==> src/rtl/ompc_consts.svh <==
/*
  Register offsets, field positions, reset values and timing counts of the
  operating mode controller. Assumes inclusion by bare name from rtl/.
*/
`ifndef OMPC_CONSTS_SVH
`define OMPC_CONSTS_SVH

// ----------------------------------------------------------------------
// Register byte offsets
// ----------------------------------------------------------------------
`define OMPC_OSC_MODE_OFFS   4'h0
`define OMPC_P1_WAKE_OFFS    4'h4
`define OMPC_STATUS_OFFS     4'h8

// ----------------------------------------------------------------------
// Field positions of the oscillator mode register and width of the port 1 wake field
// ----------------------------------------------------------------------
`define OMPC_STOP_BIT        1
`define OMPC_SLOW_BIT        2
`define OMPC_SLEEP_BIT       3
`define OMPC_IDLE_BIT        4
`define OMPC_P1_WIDTH        7

// ----------------------------------------------------------------------
// Reset values, timing counts and bus response codes
// ----------------------------------------------------------------------
`define OMPC_OSC_MODE_RST    32'h0000_0000
`define OMPC_P1_WAKE_RST     7'h00
`define OMPC_WARMUP_TICKS    6'h20
`define OMPC_SLOW_DIV        2'h3
`define OMPC_RESP_OK         2'h0
`define OMPC_RESP_ERR        2'h2

`endif

==> src/rtl/ompc_pkg.sv <==
/*
  Types of the operating mode controller. Assumes nothing beyond itself.
*/
package ompc_pkg;

  // Controller state; codes are reported in the status register.
  typedef enum logic [2:0] {
    OMPC_NORMAL = 3'b000,
    OMPC_SLOW   = 3'b001,
    OMPC_SLEEP  = 3'b010,
    OMPC_GREEN  = 3'b011,
    OMPC_WARMUP = 3'b100,
    OMPC_NOCLK  = 3'b101
  } ompc_state_type;

endpackage

==> src/rtl/ompc_wake_detect.sv <==
/*
  Level change detector for the wake pins. Assumes the pins are synchronous
  to clock and that arm pulses once as a halted state is entered.
*/
`timescale 1ns/1ps
`default_nettype none

module ompc_wake_detect (
  input  wire logic        clock, // System clock.
  input  wire logic        rst,   // Synchronous reset, active high.
  input  wire logic        arm,   // Capture pins as the reference.
  input  wire logic [14:0] pins,  // Port 1 over port 0 pin levels.
  input  wire logic [14:0] mask,  // Pins allowed to wake.
  output logic             wake   // Registered change seen.
);

  logic [14:0] sample;
  logic [14:0] snap;

  // ----------------------------------------------------------------------
  // Sample and reference
  // ----------------------------------------------------------------------
  // Pins are registered once; the reference is taken on arm.
  always_ff @(posedge clock) begin
    if (rst) begin
      sample <= 15'h0000;
      snap   <= 15'h0000;
    end else begin
      sample <= pins;
      if (arm) begin
        snap <= sample;
      end
    end
  end

  // Wake is held off on the arm cycle so a stale reference cannot fire.
  always_ff @(posedge clock) begin
    if (rst) begin
      wake <= 1'b0;
    end else begin
      wake <= !arm && (|((sample ^ snap) & mask));
    end
  end

endmodule

`default_nettype wire

==> src/rtl/ompc_slow_div.sv <==
/*
  Divides the low-speed oscillator tick by four for the slow instruction
  rate. Assumes ticks are single-cycle pulses on clock.
*/
`timescale 1ns/1ps
`default_nettype none

`include "ompc_consts.svh"

module ompc_slow_div (
  input  wire logic clock,  // System clock.
  input  wire logic rst,    // Synchronous reset, active high.
  input  wire logic run,    // Divider counts while high.
  input  wire logic tick_in, // Low oscillator tick.
  output logic      tick_out // One pulse per four input ticks.
);

  logic [1:0] count;

  // Restarting on run low keeps the first slow cycle a full period.
  always_ff @(posedge clock) begin
    if (rst || !run) begin
      count    <= 2'h0;
      tick_out <= 1'b0;
    end else begin
      tick_out <= tick_in && (count == `OMPC_SLOW_DIV);
      if (tick_in) begin
        count <= count + 2'h1;
      end
    end
  end

endmodule

`default_nettype wire

==> src/rtl/ompc_mode_ctrl.sv <==
/*
  Operating mode controller with an AXI4-Lite register slave: normal, slow,
  power down and green modes, oscillator enables, execution halt and wake.
  Assumes one clock, a synchronous active-high reset, oscillator ticks and
  pins synchronous to clock, and an AXI4-Lite master on the same clock.
*/
// Function
// - After any reset the controller starts in normal mode.
// - Normal mode runs on the high oscillator with both oscillators on.
// - Slow select 0 keeps normal mode, 1 selects slow mode.
// - Slow instruction rate is the low oscillator divided by four.
// - Entering slow mode leaves the high oscillator to the stop bit.
// - Sleep request 1 enters power down, halting execution.
// - Power down stops every oscillator.
// - Power down wakes only on port 0 or enabled port 1 changes.
// - Power down always wakes into normal mode.
// - Wake from power down clears the sleep request bit.
// - Stop bit set in normal mode halts like power down but leaves the low oscillator on.
// - Idle request 1 enters green mode; current clock keeps running.
// - Green mode wakes on pin change or wake timer overflow.
// - Green mode wakes into slow mode if slow select is 1, else into normal mode.
// - Wake from green mode clears the idle request bit.
// - In green mode the wake timer and the PWM keep counting.
// - PWM runs in green mode; its overflow never wakes.
// - In green mode other oscillators follow the mode configuration.
// - Stop bit 0 runs the high oscillator, 1 stops it.
// - Mode field: 00 normal, 01 sleep, 10 green, 11 reserved.
// - Power down wake waits 32 high oscillator clocks before normal.
`timescale 1ns/1ps
`default_nettype none

`include "ompc_consts.svh"

module ompc_mode_ctrl
  import ompc_pkg::*;
(
  input  wire logic        clock,          // System clock, 125 MHz.
  input  wire logic        rst,            // Synchronous reset, active high.
  input  wire logic [3:0]  s_axi_awaddr,   // Write address.
  input  wire logic        s_axi_awvalid,  // Write address valid.
  output logic             s_axi_awready,  // Write address ready.
  input  wire logic [31:0] s_axi_wdata,    // Write data.
  input  wire logic [3:0]  s_axi_wstrb,    // Write byte strobes.
  input  wire logic        s_axi_wvalid,   // Write data valid.
  output logic             s_axi_wready,   // Write data ready.
  output logic [1:0]       s_axi_bresp,    // Write response.
  output logic             s_axi_bvalid,   // Write response valid.
  input  wire logic        s_axi_bready,   // Write response ready.
  input  wire logic [3:0]  s_axi_araddr,   // Read address.
  input  wire logic        s_axi_arvalid,  // Read address valid.
  output logic             s_axi_arready,  // Read address ready.
  output logic [31:0]      s_axi_rdata,    // Read data.
  output logic [1:0]       s_axi_rresp,    // Read response.
  output logic             s_axi_rvalid,   // Read data valid.
  input  wire logic        s_axi_rready,   // Read data ready.
  input  wire logic        high_osc_tick,  // High oscillator clock pulse.
  input  wire logic        low_osc_tick,   // Low RC oscillator clock pulse.
  input  wire logic [7:0]  port0_pins,     // Port 0 pin levels.
  input  wire logic [6:0]  port1_pins,     // Port 1 pin levels.
  input  wire logic        wake_timer_ovf, // Wake-capable timer overflow.
  input  wire logic        pwm_timer_ovf,  // PWM timer overflow, never wakes.
  output logic             high_osc_en,    // High oscillator enable.
  output logic             low_osc_en,     // Low RC oscillator enable.
  output logic             sys_clk_low,    // System clock is the low clock.
  output logic             cpu_run,        // Instruction execution allowed.
  output logic             instr_tick,     // Instruction rate pulse.
  output logic             wake_timer_run, // Wake timer may count.
  output logic             pwm_run,        // PWM and buzzer may run.
  output logic [2:0]       mode_state      // Current controller state.
);

  ompc_state_type state;
  ompc_state_type next_state;
  logic           high_osc_stop;
  logic           slow_clock_select;
  logic [1:0]     cpu_mode_field;
  logic [6:0]     port1_wake_enable;
  logic [5:0]     warm_count;
  logic           pin_wake;
  logic           arm;
  logic           slow_tick;
  logic           wr_go;
  logic           rd_go;
  logic           sleep_request;
  logic           idle_request;
  logic           warm_done;

  assign sleep_request = cpu_mode_field == 2'b01;
  assign idle_request  = cpu_mode_field == 2'b10;
  assign wr_go = s_axi_awvalid && s_axi_awready && s_axi_wvalid && s_axi_wready;
  assign rd_go = s_axi_arvalid && s_axi_arready;
  assign warm_done = high_osc_tick && (warm_count == `OMPC_WARMUP_TICKS - 6'h01);
  // Halted states are entered from a running state; arm the pin reference.
  assign arm = (next_state != state) &&
               (next_state == OMPC_SLEEP || next_state == OMPC_NOCLK ||
                next_state == OMPC_GREEN);

  // ----------------------------------------------------------------------
  // Register map
  // ----------------------------------------------------------------------
  function automatic logic [31:0] read_word(input logic [3:0] addr);
    case (addr)
      `OMPC_OSC_MODE_OFFS: read_word = {27'h0, cpu_mode_field,
                                        slow_clock_select, high_osc_stop, 1'b0};
      `OMPC_P1_WAKE_OFFS:  read_word = {25'h0, port1_wake_enable};
      `OMPC_STATUS_OFFS:   read_word = {26'h0, cpu_run, low_osc_en, high_osc_en, mode_state};
      default:             read_word = 32'h0000_0000;
    endcase
  endfunction

  function automatic logic mapped(input logic [3:0] addr);
    mapped = (addr == `OMPC_OSC_MODE_OFFS) || (addr == `OMPC_P1_WAKE_OFFS) ||
             (addr == `OMPC_STATUS_OFFS);
  endfunction

  // ----------------------------------------------------------------------
  // AXI4-Lite write channel
  // ----------------------------------------------------------------------
  // Address and data are taken together in one cycle, then answered.
  always_ff @(posedge clock) begin
    if (rst) begin
      s_axi_awready <= 1'b0;
      s_axi_wready  <= 1'b0;
      s_axi_bvalid  <= 1'b0;
      s_axi_bresp   <= `OMPC_RESP_OK;
    end else begin
      s_axi_awready <= 1'b0;
      s_axi_wready  <= 1'b0;
      if (wr_go) begin
        s_axi_bvalid <= 1'b1;
        s_axi_bresp  <= mapped(s_axi_awaddr) ? `OMPC_RESP_OK : `OMPC_RESP_ERR;
      end else if (s_axi_bvalid && s_axi_bready) begin
        s_axi_bvalid <= 1'b0;
      end else if (!s_axi_bvalid && !s_axi_awready &&
                   s_axi_awvalid && s_axi_wvalid) begin
        s_axi_awready <= 1'b1;
        s_axi_wready  <= 1'b1;
      end
    end
  end

  // ----------------------------------------------------------------------
  // AXI4-Lite read channel
  // ----------------------------------------------------------------------
  always_ff @(posedge clock) begin
    if (rst) begin
      s_axi_arready <= 1'b0;
      s_axi_rvalid  <= 1'b0;
      s_axi_rdata   <= 32'h0000_0000;
      s_axi_rresp   <= `OMPC_RESP_OK;
    end else begin
      s_axi_arready <= 1'b0;
      if (rd_go) begin
        s_axi_rvalid <= 1'b1;
        s_axi_rdata  <= read_word(s_axi_araddr);
        s_axi_rresp  <= mapped(s_axi_araddr) ? `OMPC_RESP_OK : `OMPC_RESP_ERR;
      end else if (s_axi_rvalid && s_axi_rready) begin
        s_axi_rvalid <= 1'b0;
      end else if (!s_axi_rvalid && !s_axi_arready && s_axi_arvalid) begin
        s_axi_arready <= 1'b1;
      end
    end
  end

  // ----------------------------------------------------------------------
  // Oscillator mode register
  // ----------------------------------------------------------------------
  // Hardware clears on wake; a software write in the same cycle wins, since
  // it can only come from a master that saw the wake already.
  always_ff @(posedge clock) begin
    if (rst) begin
      high_osc_stop     <= 1'(`OMPC_OSC_MODE_RST >> `OMPC_STOP_BIT);
      slow_clock_select <= 1'(`OMPC_OSC_MODE_RST >> `OMPC_SLOW_BIT);
      cpu_mode_field    <= 2'b00;
    end else if (wr_go && s_axi_awaddr == `OMPC_OSC_MODE_OFFS && s_axi_wstrb[0]) begin
      high_osc_stop     <= s_axi_wdata[`OMPC_STOP_BIT];
      slow_clock_select <= s_axi_wdata[`OMPC_SLOW_BIT];
      // The reserved code is dropped so it never halts the system.
      cpu_mode_field    <= (&s_axi_wdata[`OMPC_IDLE_BIT:`OMPC_SLEEP_BIT]) ? 2'b00 :
                           s_axi_wdata[`OMPC_IDLE_BIT:`OMPC_SLEEP_BIT];
    end else if ((state == OMPC_SLEEP || state == OMPC_NOCLK) && pin_wake) begin
      cpu_mode_field    <= 2'b00;
      slow_clock_select <= 1'b0;
      high_osc_stop     <= 1'b0;
    end else if (state == OMPC_GREEN && (pin_wake || wake_timer_ovf)) begin
      cpu_mode_field    <= 2'b00;
    end
  end

  // Port 1 wake enables.
  always_ff @(posedge clock) begin
    if (rst) begin
      port1_wake_enable <= `OMPC_P1_WAKE_RST;
    end else if (wr_go && s_axi_awaddr == `OMPC_P1_WAKE_OFFS && s_axi_wstrb[0]) begin
      port1_wake_enable <= s_axi_wdata[`OMPC_P1_WIDTH-1:0];
    end
  end

  // ----------------------------------------------------------------------
  // Mode state machine
  // ----------------------------------------------------------------------
  always_comb begin
    next_state = state;
    case (state)
      OMPC_NORMAL: begin
        if (sleep_request) begin
          next_state = OMPC_SLEEP;
        end else if (idle_request) begin
          next_state = OMPC_GREEN;
        end else if (slow_clock_select) begin
          next_state = OMPC_SLOW;
        end else if (high_osc_stop) begin
          next_state = OMPC_NOCLK;
        end
      end
      OMPC_SLOW: begin
        if (sleep_request) begin
          next_state = OMPC_SLEEP;
        end else if (idle_request) begin
          next_state = OMPC_GREEN;
        end else if (!slow_clock_select) begin
          // Software is expected to have warmed the high clock already.
          next_state = high_osc_stop ? OMPC_NOCLK : OMPC_NORMAL;
        end
      end
      OMPC_SLEEP, OMPC_NOCLK: begin
        if (pin_wake) begin
          next_state = OMPC_WARMUP;
        end
      end
      OMPC_GREEN: begin
        // The PWM overflow is left out of this decision on purpose.
        if (pin_wake || wake_timer_ovf) begin
          next_state = slow_clock_select ? OMPC_SLOW : OMPC_NORMAL;
        end
      end
      OMPC_WARMUP: begin
        if (warm_done) begin
          next_state = OMPC_NORMAL;
        end
      end
      default: begin
        next_state = OMPC_NORMAL;
      end
    endcase
  end

  always_ff @(posedge clock) begin
    if (rst) begin
      state <= OMPC_NORMAL;
    end else begin
      state <= next_state;
    end
  end

  // Counts high oscillator clocks after a power down wake.
  always_ff @(posedge clock) begin
    if (rst || state != OMPC_WARMUP) begin
      warm_count <= 6'h00;
    end else if (high_osc_tick) begin
      warm_count <= warm_count + 6'h01;
    end
  end

  // ----------------------------------------------------------------------
  // Wake detection and slow rate
  // ----------------------------------------------------------------------
  ompc_wake_detect u_wake (
    .clock (clock),
    .rst   (rst),
    .arm   (arm),
    .pins  ({port1_pins, port0_pins}),
    .mask  ({port1_wake_enable, 8'hFF}),
    .wake  (pin_wake)
  );

  ompc_slow_div u_div (
    .clock    (clock),
    .rst      (rst),
    .run      (state == OMPC_SLOW),
    .tick_in  (low_osc_tick),
    .tick_out (slow_tick)
  );

  // ----------------------------------------------------------------------
  // Oscillator and execution outputs
  // ----------------------------------------------------------------------
  // Outputs follow the state one cycle later; all come from flip-flops.
  always_ff @(posedge clock) begin
    if (rst) begin
      high_osc_en    <= 1'b1;
      low_osc_en     <= 1'b1;
      sys_clk_low    <= 1'b0;
      cpu_run        <= 1'b0;
      wake_timer_run <= 1'b0;
      pwm_run        <= 1'b0;
      mode_state     <= OMPC_NORMAL;
    end else begin
      // High clock: on in normal and warm-up, off in power down and no-clock, else the stop bit decides.
      high_osc_en    <= (state == OMPC_NORMAL) || (state == OMPC_WARMUP) ||
                        ((state == OMPC_SLOW || state == OMPC_GREEN) &&
                         !high_osc_stop);
      low_osc_en     <= (state != OMPC_SLEEP);
      sys_clk_low    <= (state == OMPC_SLOW) ||
                        (state == OMPC_GREEN && slow_clock_select);
      cpu_run        <= (state == OMPC_NORMAL) || (state == OMPC_SLOW);
      wake_timer_run <= (state == OMPC_NORMAL) || (state == OMPC_SLOW) ||
                        (state == OMPC_GREEN);
      pwm_run        <= (state == OMPC_NORMAL) || (state == OMPC_SLOW) ||
                        (state == OMPC_GREEN);
      mode_state     <= state;
    end
  end

  // Instruction rate: high clock in normal, a quarter of the low clock in slow.
  always_ff @(posedge clock) begin
    if (rst) begin
      instr_tick <= 1'b0;
    end else begin
      instr_tick <= (state == OMPC_NORMAL && high_osc_tick) ||
                    (state == OMPC_SLOW && slow_tick);
    end
  end

  // ----------------------------------------------------------------------
  // Assertions
  // ----------------------------------------------------------------------
  reset_normal_a: assert property (@(posedge clock)
    $past(rst) |-> state == OMPC_NORMAL)
    else $error("State not normal after reset.");
  sleep_entry_a: assert property (@(posedge clock) disable iff (rst)
    (state == OMPC_NORMAL && sleep_request) |=> state == OMPC_SLEEP ##1 !cpu_run)
    else $error("Sleep request did not halt execution.");
  sleep_osc_a: assert property (@(posedge clock) disable iff (rst)
    $past(state) == OMPC_SLEEP && state == OMPC_SLEEP |-> !high_osc_en && !low_osc_en)
    else $error("Oscillator running in power down.");
  sleep_wake_a: assert property (@(posedge clock) disable iff (rst)
    (state == OMPC_SLEEP && !pin_wake) |=> state == OMPC_SLEEP)
    else $error("Power down left without a pin change.");
  wake_clear_a: assert property (@(posedge clock) disable iff (rst)
    (state == OMPC_SLEEP && pin_wake && !wr_go) |=>
      cpu_mode_field == 2'b00 && !slow_clock_select && state == OMPC_WARMUP)
    else $error("Sleep wake did not clear the request.");
  warmup_len_a: assert property (@(posedge clock) disable iff (rst)
    (state == OMPC_WARMUP && warm_count == 6'h00 && high_osc_tick) |=>
      state == OMPC_WARMUP)
    else $error("Warm-up ended early.");
  green_return_a: assert property (@(posedge clock) disable iff (rst)
    (state == OMPC_GREEN && wake_timer_ovf && slow_clock_select && !wr_go) |=>
      state == OMPC_SLOW && cpu_mode_field == 2'b00)
    else $error("Green wake did not return to slow mode.");
  pwm_nowake_a: assert property (@(posedge clock) disable iff (rst)
    (state == OMPC_GREEN && pwm_timer_ovf && !wake_timer_ovf && !pin_wake) |=>
      state == OMPC_GREEN ##1 pwm_run && !cpu_run)
    else $error("PWM overflow woke the system.");
  noclk_entry_a: assert property (@(posedge clock) disable iff (rst)
    (state == OMPC_NORMAL && high_osc_stop && !slow_clock_select &&
     cpu_mode_field == 2'b00) |=> state == OMPC_NOCLK ##1 !cpu_run)
    else $error("Stop bit in normal mode did not halt.");
  slow_rate_a: assert property (@(posedge clock) disable iff (rst)
    (state == OMPC_SLOW && slow_tick) |=> instr_tick)
    else $error("Slow tick not passed to instruction rate.");

endmodule
`default_nettype wire

==> config.mk <==
export PLATFORM = sky130hd
export DESIGN_NAME = ompc_mode_ctrl
export DESIGN_NICKNAME = d
export VERILOG_FILES = /design/src/rtl/ompc_pkg.sv /design/src/rtl/ompc_wake_detect.sv /design/src/rtl/ompc_slow_div.sv /design/src/rtl/ompc_mode_ctrl.sv
export VERILOG_INCLUDE_DIRS = /design/src /design/src/rtl
export SDC_FILE = /design/constraint.sdc
export NUM_CORES = 1
export LEC_CHECK = 0
export BUFFER_PORTS_ARGS = -buffer_cell sky130_fd_sc_hd__buf_4
export CORE_MARGIN = 5
export CORE_UTILIZATION = 49
export CTS_CLUSTER_SIZE = 8
export DETAILED_ROUTE_END_ITERATION = 10
export PLACE_DENSITY = 0.82
export SYNTH_ARGS = -nofsm -noshare
export SYNTH_HDL_FRONTEND = slang
export SYNTH_SLANG_ARGS = --single-unit
==> constraint.sdc <==
create_clock -name clock -period 1.32 [get_ports clock]
set_input_delay 0.066 -clock clock [delete_from_list [all_inputs] [get_ports clock]]
set_output_delay 0.066 -clock clock [all_outputs]
set_load 0.005 [all_outputs]
==> results of run 1 <==
## flip-flops by register name, indices dropped and copies added, names as in the netlist, 2 cells and up
register / cells
u_div.count: 2
port1_wake_enable: 7
cpu_mode_field: 2
u_wake.sample: 15
state: 3
mode_state: 3
warm_count: 6
u_wake.snap: 15
s_axi_rdata: 7
## metal layers
metal | track usage | part of all wire | wire length, µm | up-vias
li1 | - | - | - | 1334
met1 | 0.206 | 0.41 | 3000 | 1217
met2 | 0.284 | 0.50 | 3610 | 82
met3 | 0.0595 | 0.076 | 551 | 10
met4 | 0.0587 | 0.012 | 90 | 0
met5 | 0 | 0 | 0 | -
## worst register-to-register path, delay by kind of cell (launching register included)
kind | cells | cell delay (ps)
flops | 1 | 410
simple gates | 3 | 580
compound gates | 1 | 190
## cell usage after synthesis (5+ instances only)
| library cell | instances | share of area |
|---|---|---|
| sky130_fd_sc_hd__clkbuf_1 | 5 | 0.0058 |
| sky130_fd_sc_hd__xor2_1 | 9 | 0.024 |
| sky130_fd_sc_hd__dfxtp_1 | 76 | 0.47 |
| sky130_fd_sc_hd__mux2i_1 | 14 | 0.043 |
| sky130_fd_sc_hd__nor2_1 | 32 | 0.037 |
| sky130_fd_sc_hd__nor2b_1 | 18 | 0.035 |
| sky130_fd_sc_hd__xnor2_1 | 11 | 0.030 |
| sky130_fd_sc_hd__a22oi_1 | 7 | 0.016 |
| sky130_fd_sc_hd__nor3_1 | 7 | 0.011 |
| sky130_fd_sc_hd__nand2_1 | 40 | 0.046 |
| sky130_fd_sc_hd__nand4_1 | 5 | 0.0096 |
| sky130_fd_sc_hd__buf_4 | 29 | 0.067 |
| sky130_fd_sc_hd__a21oi_1 | 25 | 0.039 |
## cell usage in the layout, fill, tap and decap left out, types with 5 or more instances in the layout
cell | netlist | layout
sky130_fd_sc_hd__buf_4 | 29 | 75
sky130_fd_sc_hd__dfxtp_1 | 76 | 70
sky130_fd_sc_hd__nand2_1 | 40 | 40
sky130_fd_sc_hd__nor2_1 | 32 | 31
sky130_fd_sc_hd__dlygate4sd3_1 | 0 | 29
sky130_fd_sc_hd__conb_1 | 1 | 27
sky130_fd_sc_hd__a21oi_1 | 25 | 25
sky130_fd_sc_hd__nor2b_1 | 18 | 17
sky130_fd_sc_hd__mux2i_1 | 14 | 14
sky130_fd_sc_hd__xnor2_1 | 11 | 11
sky130_fd_sc_hd__xor2_1 | 9 | 9
sky130_fd_sc_hd__clkbuf_8 | 0 | 9
sky130_fd_sc_hd__nor3_1 | 7 | 7
sky130_fd_sc_hd__a22oi_1 | 7 | 7
sky130_fd_sc_hd__nand4_1 | 5 | 5
sky130_fd_sc_hd__dfxtp_2 | 0 | 5
## layout make-up
| cell class | instances | area share |
|---|---|---|
| clock inverters | 6 | 0.0186 |
| multi-input cells | 251 | 0.370 |
| repair buffers | 105 | 0.203 |
| inverters | 2 | 0.00174 |
| flip-flops and latches | 76 | 0.356 |
| well taps | 77 | 0.0224 |
| clock buffers | 9 | 0.0288 |
## per-stage QoR
stage / std cells / hold WS (ps)
finish: 526 / 17.5
global route: 526 / 18.9
CTS: 525 / 3.87
detailed placement: 481 / 280
global placement: 481 / 278
floorplan: 371 / 180
## worst paths after layout
| kind | start | to | slack [ps] | depth (start not counted) |
|---|---|---|---|---|
| worst max-delay path | s_axi_wready$_SDFF_PP0_ | cpu_mode_field[1]$_SDFFE_PP0P_ | 40 | 4 |
| worst min register to register | s_axi_bvalid$_SDFFE_PP0P_ | s_axi_wready$_SDFF_PP0_ | 450 | 1 |
| worst max register to register | s_axi_wready$_SDFF_PP0_ | cpu_mode_field[1]$_SDFFE_PP0P_ | 40 | 4 |
| worst min-delay path | high_osc_tick | warm_count[0]$_SDFFE_PP0P_ | 20 | 3 |
## power breakdown
part           switching (W)  internal, W
Sequential         0.0000301      0.00233
Clock               0.000831      0.00104
Combinational       0.000152     0.000212
Total                0.00101      0.00358
## timing repair
action                                  4_1_cts  5_1_grt
setup buffers                                 0        1
hold buffers                                 29        0
endpoints found under the setup margin       15       34
gates resized for setup                       2       18
pin swaps                                     0        3
hold endpoints to repair                     37        0
## logic make-up after synthesis
family / Yosys count / share of synthesized area
adders and majority gates: 2 / 0.00771
other: 1 / 0.00116
DFF: 76 / 0.469
AOI/OAI and AO/OA: 59 / 0.128
muxes: 14 / 0.0432
and+or+nand+nor: 128 / 0.203
xor gates and xnor gates: 21 / 0.0590
buffers and inverters: 44 / 0.0880
==> impl_metrics.ini, run 1 <==
[drt]
routedWlPerCell_um = 13.8
drt_iter0_drc = 175
drt-pass1-iter-count = 4
route.vias.total = 2643
detail_route.wirelength_mm = 7.25
via_per_inst = 5.02
drc = 0
final_antenna_net_count = 0

[sta]
timing.final.max_slew_violations = 0
setup_slack_ps = 43.6
setup-tns-final_ps = 0
min_period_over_period = 0.967
maxClockFrequency_ghz = 0.783
slew_headroom = 0.661
tightest_slew_ps = 509
timing_hold_violations_final = 0
period_needed_ps = 1280
report.final.setup_viol = 0
fin_worst_skew_ps = 6.10

[worst_hold_path]
hold_path_class = input port to flip-flop

[critical_path]
peak_fanout_along_the_critical_path = 5
critical_path.n_buffers_inverters = 0
crit_path_cell_trace = nand3_2, nor3b_4, nand3b_1, a21oi_1
critPathCaptureType = flip-flop
worst_ep_required_time_ps = 1580
critical-path-slowest-cell = sky130_fd_sc_hd__dfxtp_1
critPathMaxStageDelay_ps = 410
criticalPathCategory = flip-flop to flip-flop
cp.arrival_ps = 1530
critPathLaunchType = flip-flop
crit_family = simple AND/OR/NAND/NOR gates

[job]
max_cap_violations = 0

[power_and_ir_drop]
p_leak_nw = 1.79
worst_ir_drop_vdd_mv = 0.770
totalPowerFinal_w = 0.00459
power.density_nw_per_um2 = 1070

[die]
std_cell_rows = 29
die_h_um = 91.4
die-width_um = 91.4
initial_core_util = 0.508
core-area_um2 = 6390
design.die.area_um2 = 8350
floorplan.io_pins = 121

[layout]
postLayoutCellArea_um2 = 4310
footprint_of_the_multi_input_gates_um2 = 1590
storage_element_area_um2 = 1530
drive_above_1_share = 0.254
utilization = 0.674
final.fill_count = 497
diodes = 0
syn2layout_area_growth_pct = 32.8
fin_nets = 517

[clock_tree]
worstSkewPairLatency_ps = 350
cts_tree = built
cts.sink_count = 76
cts_buffers = 9
htree_levels = 3
cts-root-buf = sky130_fd_sc_hd__clkbuf_8
max-clock-path-buffers = 2
clk_transition_reported_paths_ps = 80

[place]
globalplace.congestion = 0.804
io_buffer_count = 64
detailedPlace.worstSlack_ps = -100
detailedPlacementHpwl_mm = 4.90
detailed_place.area_um2 = 3720

[global_routing]
grt_antenna_before_repair = 0
grt_pass1_vias = 2538
globalRouteOverflowTotal = 0
grt_first_pass_wirelength_mm = 11.7
grt_max_degree = 30
track_usage = 0.171

[synthesis]
mappedNetlistArea_um2 = 3240
synth_seq_cells = 76
post_syn_instances = 345
ys_seq_area_frac = 0.469
postSynthAreaPerCell_um2 = 9.40
async_reset_ff_frac = 0
synth.lib_cells_used.distinct = 53
synth-warning-count = 0
postSynth.topFlopCell = sky130_fd_sc_hd__dfxtp_1
number_of_enable_flip_flop_cells_after_synthesis = 0

[run_status]
status = finished clean
No activity file was read; power rests on OpenSTA's default activity.
==> run 2, diff against run 1 <==
--- a/config.mk
+++ b/config.mk
@@ -9,6 +9,7 @@
 export BUFFER_PORTS_ARGS = -buffer_cell sky130_fd_sc_hd__buf_4
 export CORE_MARGIN = 5
 export CORE_UTILIZATION = 49
+export CTS_BUF_LIST = sky130_fd_sc_hd__clkbuf_16
 export CTS_CLUSTER_SIZE = 8
 export DETAILED_ROUTE_END_ITERATION = 10
 export PLACE_DENSITY = 0.82
==> impl_metrics.ini, run 2 (same netlist as run 1, synthesis figures left out) <==
[drt]
drc = 0
route.vias.total = 2668
via_per_inst = 5.07
final_antenna_net_count = 0
drt_iter0_drc = 156
detail_route.wirelength_mm = 7.29
drt-pass1-iter-count = 4
routedWlPerCell_um = 13.9

[critical_path]
reg2reg_setup_slack_ps = 50
critPathLaunchType = flip-flop
worst_ep_required_time_ps = 1540
criticalPathCategory = flip-flop to flip-flop
peak_fanout_along_the_critical_path = 5
crit_family = flip-flops
crit_path_cell_trace = xor2_4, and3b_1, a311oi_2, nor2_1
critPathCaptureType = flip-flop
cp.arrival_ps = 1480
critical-path-slowest-cell = sky130_fd_sc_hd__dfxtp_2
critPathMaxStageDelay_ps = 370
critical_path.n_buffers_inverters = 0
rr_endpoint = state[2]$_SDFF_PP0_
r2r_start = cpu_mode_field[0]$_SDFFE_PP0P_
cell_depth_of_the_worst_flop_to_flop_path = 4

[worst_hold_path]
whs_endpoint = s_axi_bvalid$_SDFFE_PP0P_
worst_hold_startpoint = s_axi_bready
whs_path_depth = 3
hold_path_class = input port to flip-flop

[layout]
postLayoutCellArea_um2 = 4400
footprint_of_the_multi_input_gates_um2 = 1600
storage_element_area_um2 = 1530
syn2layout_area_growth_pct = 35.7
drive_above_1_share = 0.254
final.fill_count = 472
diodes = 0
utilization = 0.689
layout.cells.most_common = sky130_fd_sc_hd__buf_4
final_cell_mix = sky130_fd_sc_hd__buf_4 (76), sky130_fd_sc_hd__dfxtp_1 (71), sky130_fd_sc_hd__nand2_1 (40), sky130_fd_sc_hd__nor2_1 (31)
fin_nets = 517
top_regs = u_wake.sample: 15 flops, u_wake.snap: 15 flops
final-instance-count-excl-fill = 526

[place]
io_buffer_count = 64
globalplace.congestion = 0.804
detailedPlacementHpwl_mm = 4.90
detailed_place.area_um2 = 3720
post-place-cells = 481
detailedPlace.worstSlack_ps = -100

[run_status]
status = finished clean

[global_routing]
grt_pass1_vias = 2589
grt_max_degree = 30
grt_antenna_before_repair = 0
track_usage = 0.175
grt_first_pass_wirelength_mm = 11.9
globalRouteOverflowTotal = 0

[die]
core-area_um2 = 6390
die-width_um = 91.4
std_cell_rows = 29
initial_core_util = 0.508
floorplan.io_pins = 121
design.die.area_um2 = 8350
die_h_um = 91.4

[sta]
fin_worst_skew_ps = 4.56
period_needed_ps = 1270
grt_setup_unrepaired = true
tightest_slew_ps = 506
timing_hold_violations_final = 0
timing.final.max_slew_violations = 0
slew_headroom = 0.662
min_period_over_period = 0.962
maxClockFrequency_ghz = 0.788
setup_slack_ps = 50.6
fin_hold_ws_ps = 19.5
report.final.setup_viol = 0

[clock_tree]
worstSkewPairLatency_ps = 330
cts_buffers = 9
max-clock-path-buffers = 2
cts_tree = built
cts.sink_count = 76
cts-root-buf = sky130_fd_sc_hd__clkbuf_16
clk_transition_reported_paths_ps = 50
htree_levels = 3

[power_and_ir_drop]
p_leak_nw = 1.84
worst_ir_drop_vdd_mv = 0.789
power.density_nw_per_um2 = 1190

[job]
max_cap_violations = 0
run 2: changes by cell type in the layout (fill, tap and decap cells not counted), sizes merged:
cell	before	now
o21a	2	3
buf	76	77
dlygate4sd3	29	27
run 2: metal layers:
metal  vias up  global-route usage  wire length, µm
li1       1326                   -                -
met4         0              0.0685              166
met2        90               0.289             3570
met5         -                   0                0
met3        13              0.0620              577
met1      1239               0.209             2980
run 2: timing repair:
action | in CTS | in global routing
setup endpoints to repair | 15 | 19
pin swaps | 2 | 3
buffers inserted | 0 | 2
endpoints found under the hold margin | 28 | 0
resized for setup | 5 | 13
cloned | 0 | 1
hold buffers | 27 | 0
run 2: how the worst max path moves through the flow:
stage / to / from / cells after the start
floorplan: state[2]$_SDFF_PP0_ / cpu_mode_field[1]$_SDFFE_PP0P_ / 4
global placement: u_wake.snap[13]$_SDFFE_PP0P_ / cpu_mode_field[0]$_SDFFE_PP0P_ / 4
detailed placement: u_wake.snap[7]$_SDFFE_PP0P_ / cpu_mode_field[0]$_SDFFE_PP0P_ / 4
CTS: u_wake.snap[7]$_SDFFE_PP0P_ / cpu_mode_field[1]$_SDFFE_PP0P_ / 4
global route: state[2]$_SDFF_PP0_ / cpu_mode_field[0]$_SDFFE_PP0P_ / 4
finish: state[2]$_SDFF_PP0_ / cpu_mode_field[0]$_SDFFE_PP0P_ / 4
run 2: worst register-to-register path: cells and delay by family (launching register included):
family / cells / cell delay, ps
xor+xnor: 1 / 250
compound gates: 1 / 250
flops: 1 / 370
simple gates: 2 / 300
run 2: per-stage QoR:
stage	setup TNS, ps	power (W)
after floorplan	0	0.00260
after global placement	-594	0.00269
after detailed placement	-841	0.00270
after CTS	-9.66	0.00528
after global routing	-21.4	0.00543
final	0	0.00525
run 2: layout make-up:
cell class / instances / area share
multi-input combinational: 252 / 0.364
tap: 77 / 0.0219
sequential: 76 / 0.348
inverter: 2 / 0.00171
timing repair buffer: 104 / 0.196
clock inverter: 6 / 0.0182
clock buffer: 9 / 0.0512
run 2: report_power, final:
group / total, W / internal [W] / switching [W] / leakage (nW)
combinational: 0.000360 / 0.000208 / 0.000151 / 1.06
clock: 0.00253 / 0.00163 / 0.000900 / 0.155
sequential: 0.00236 / 0.00233 / 0.0000294 / 0.621
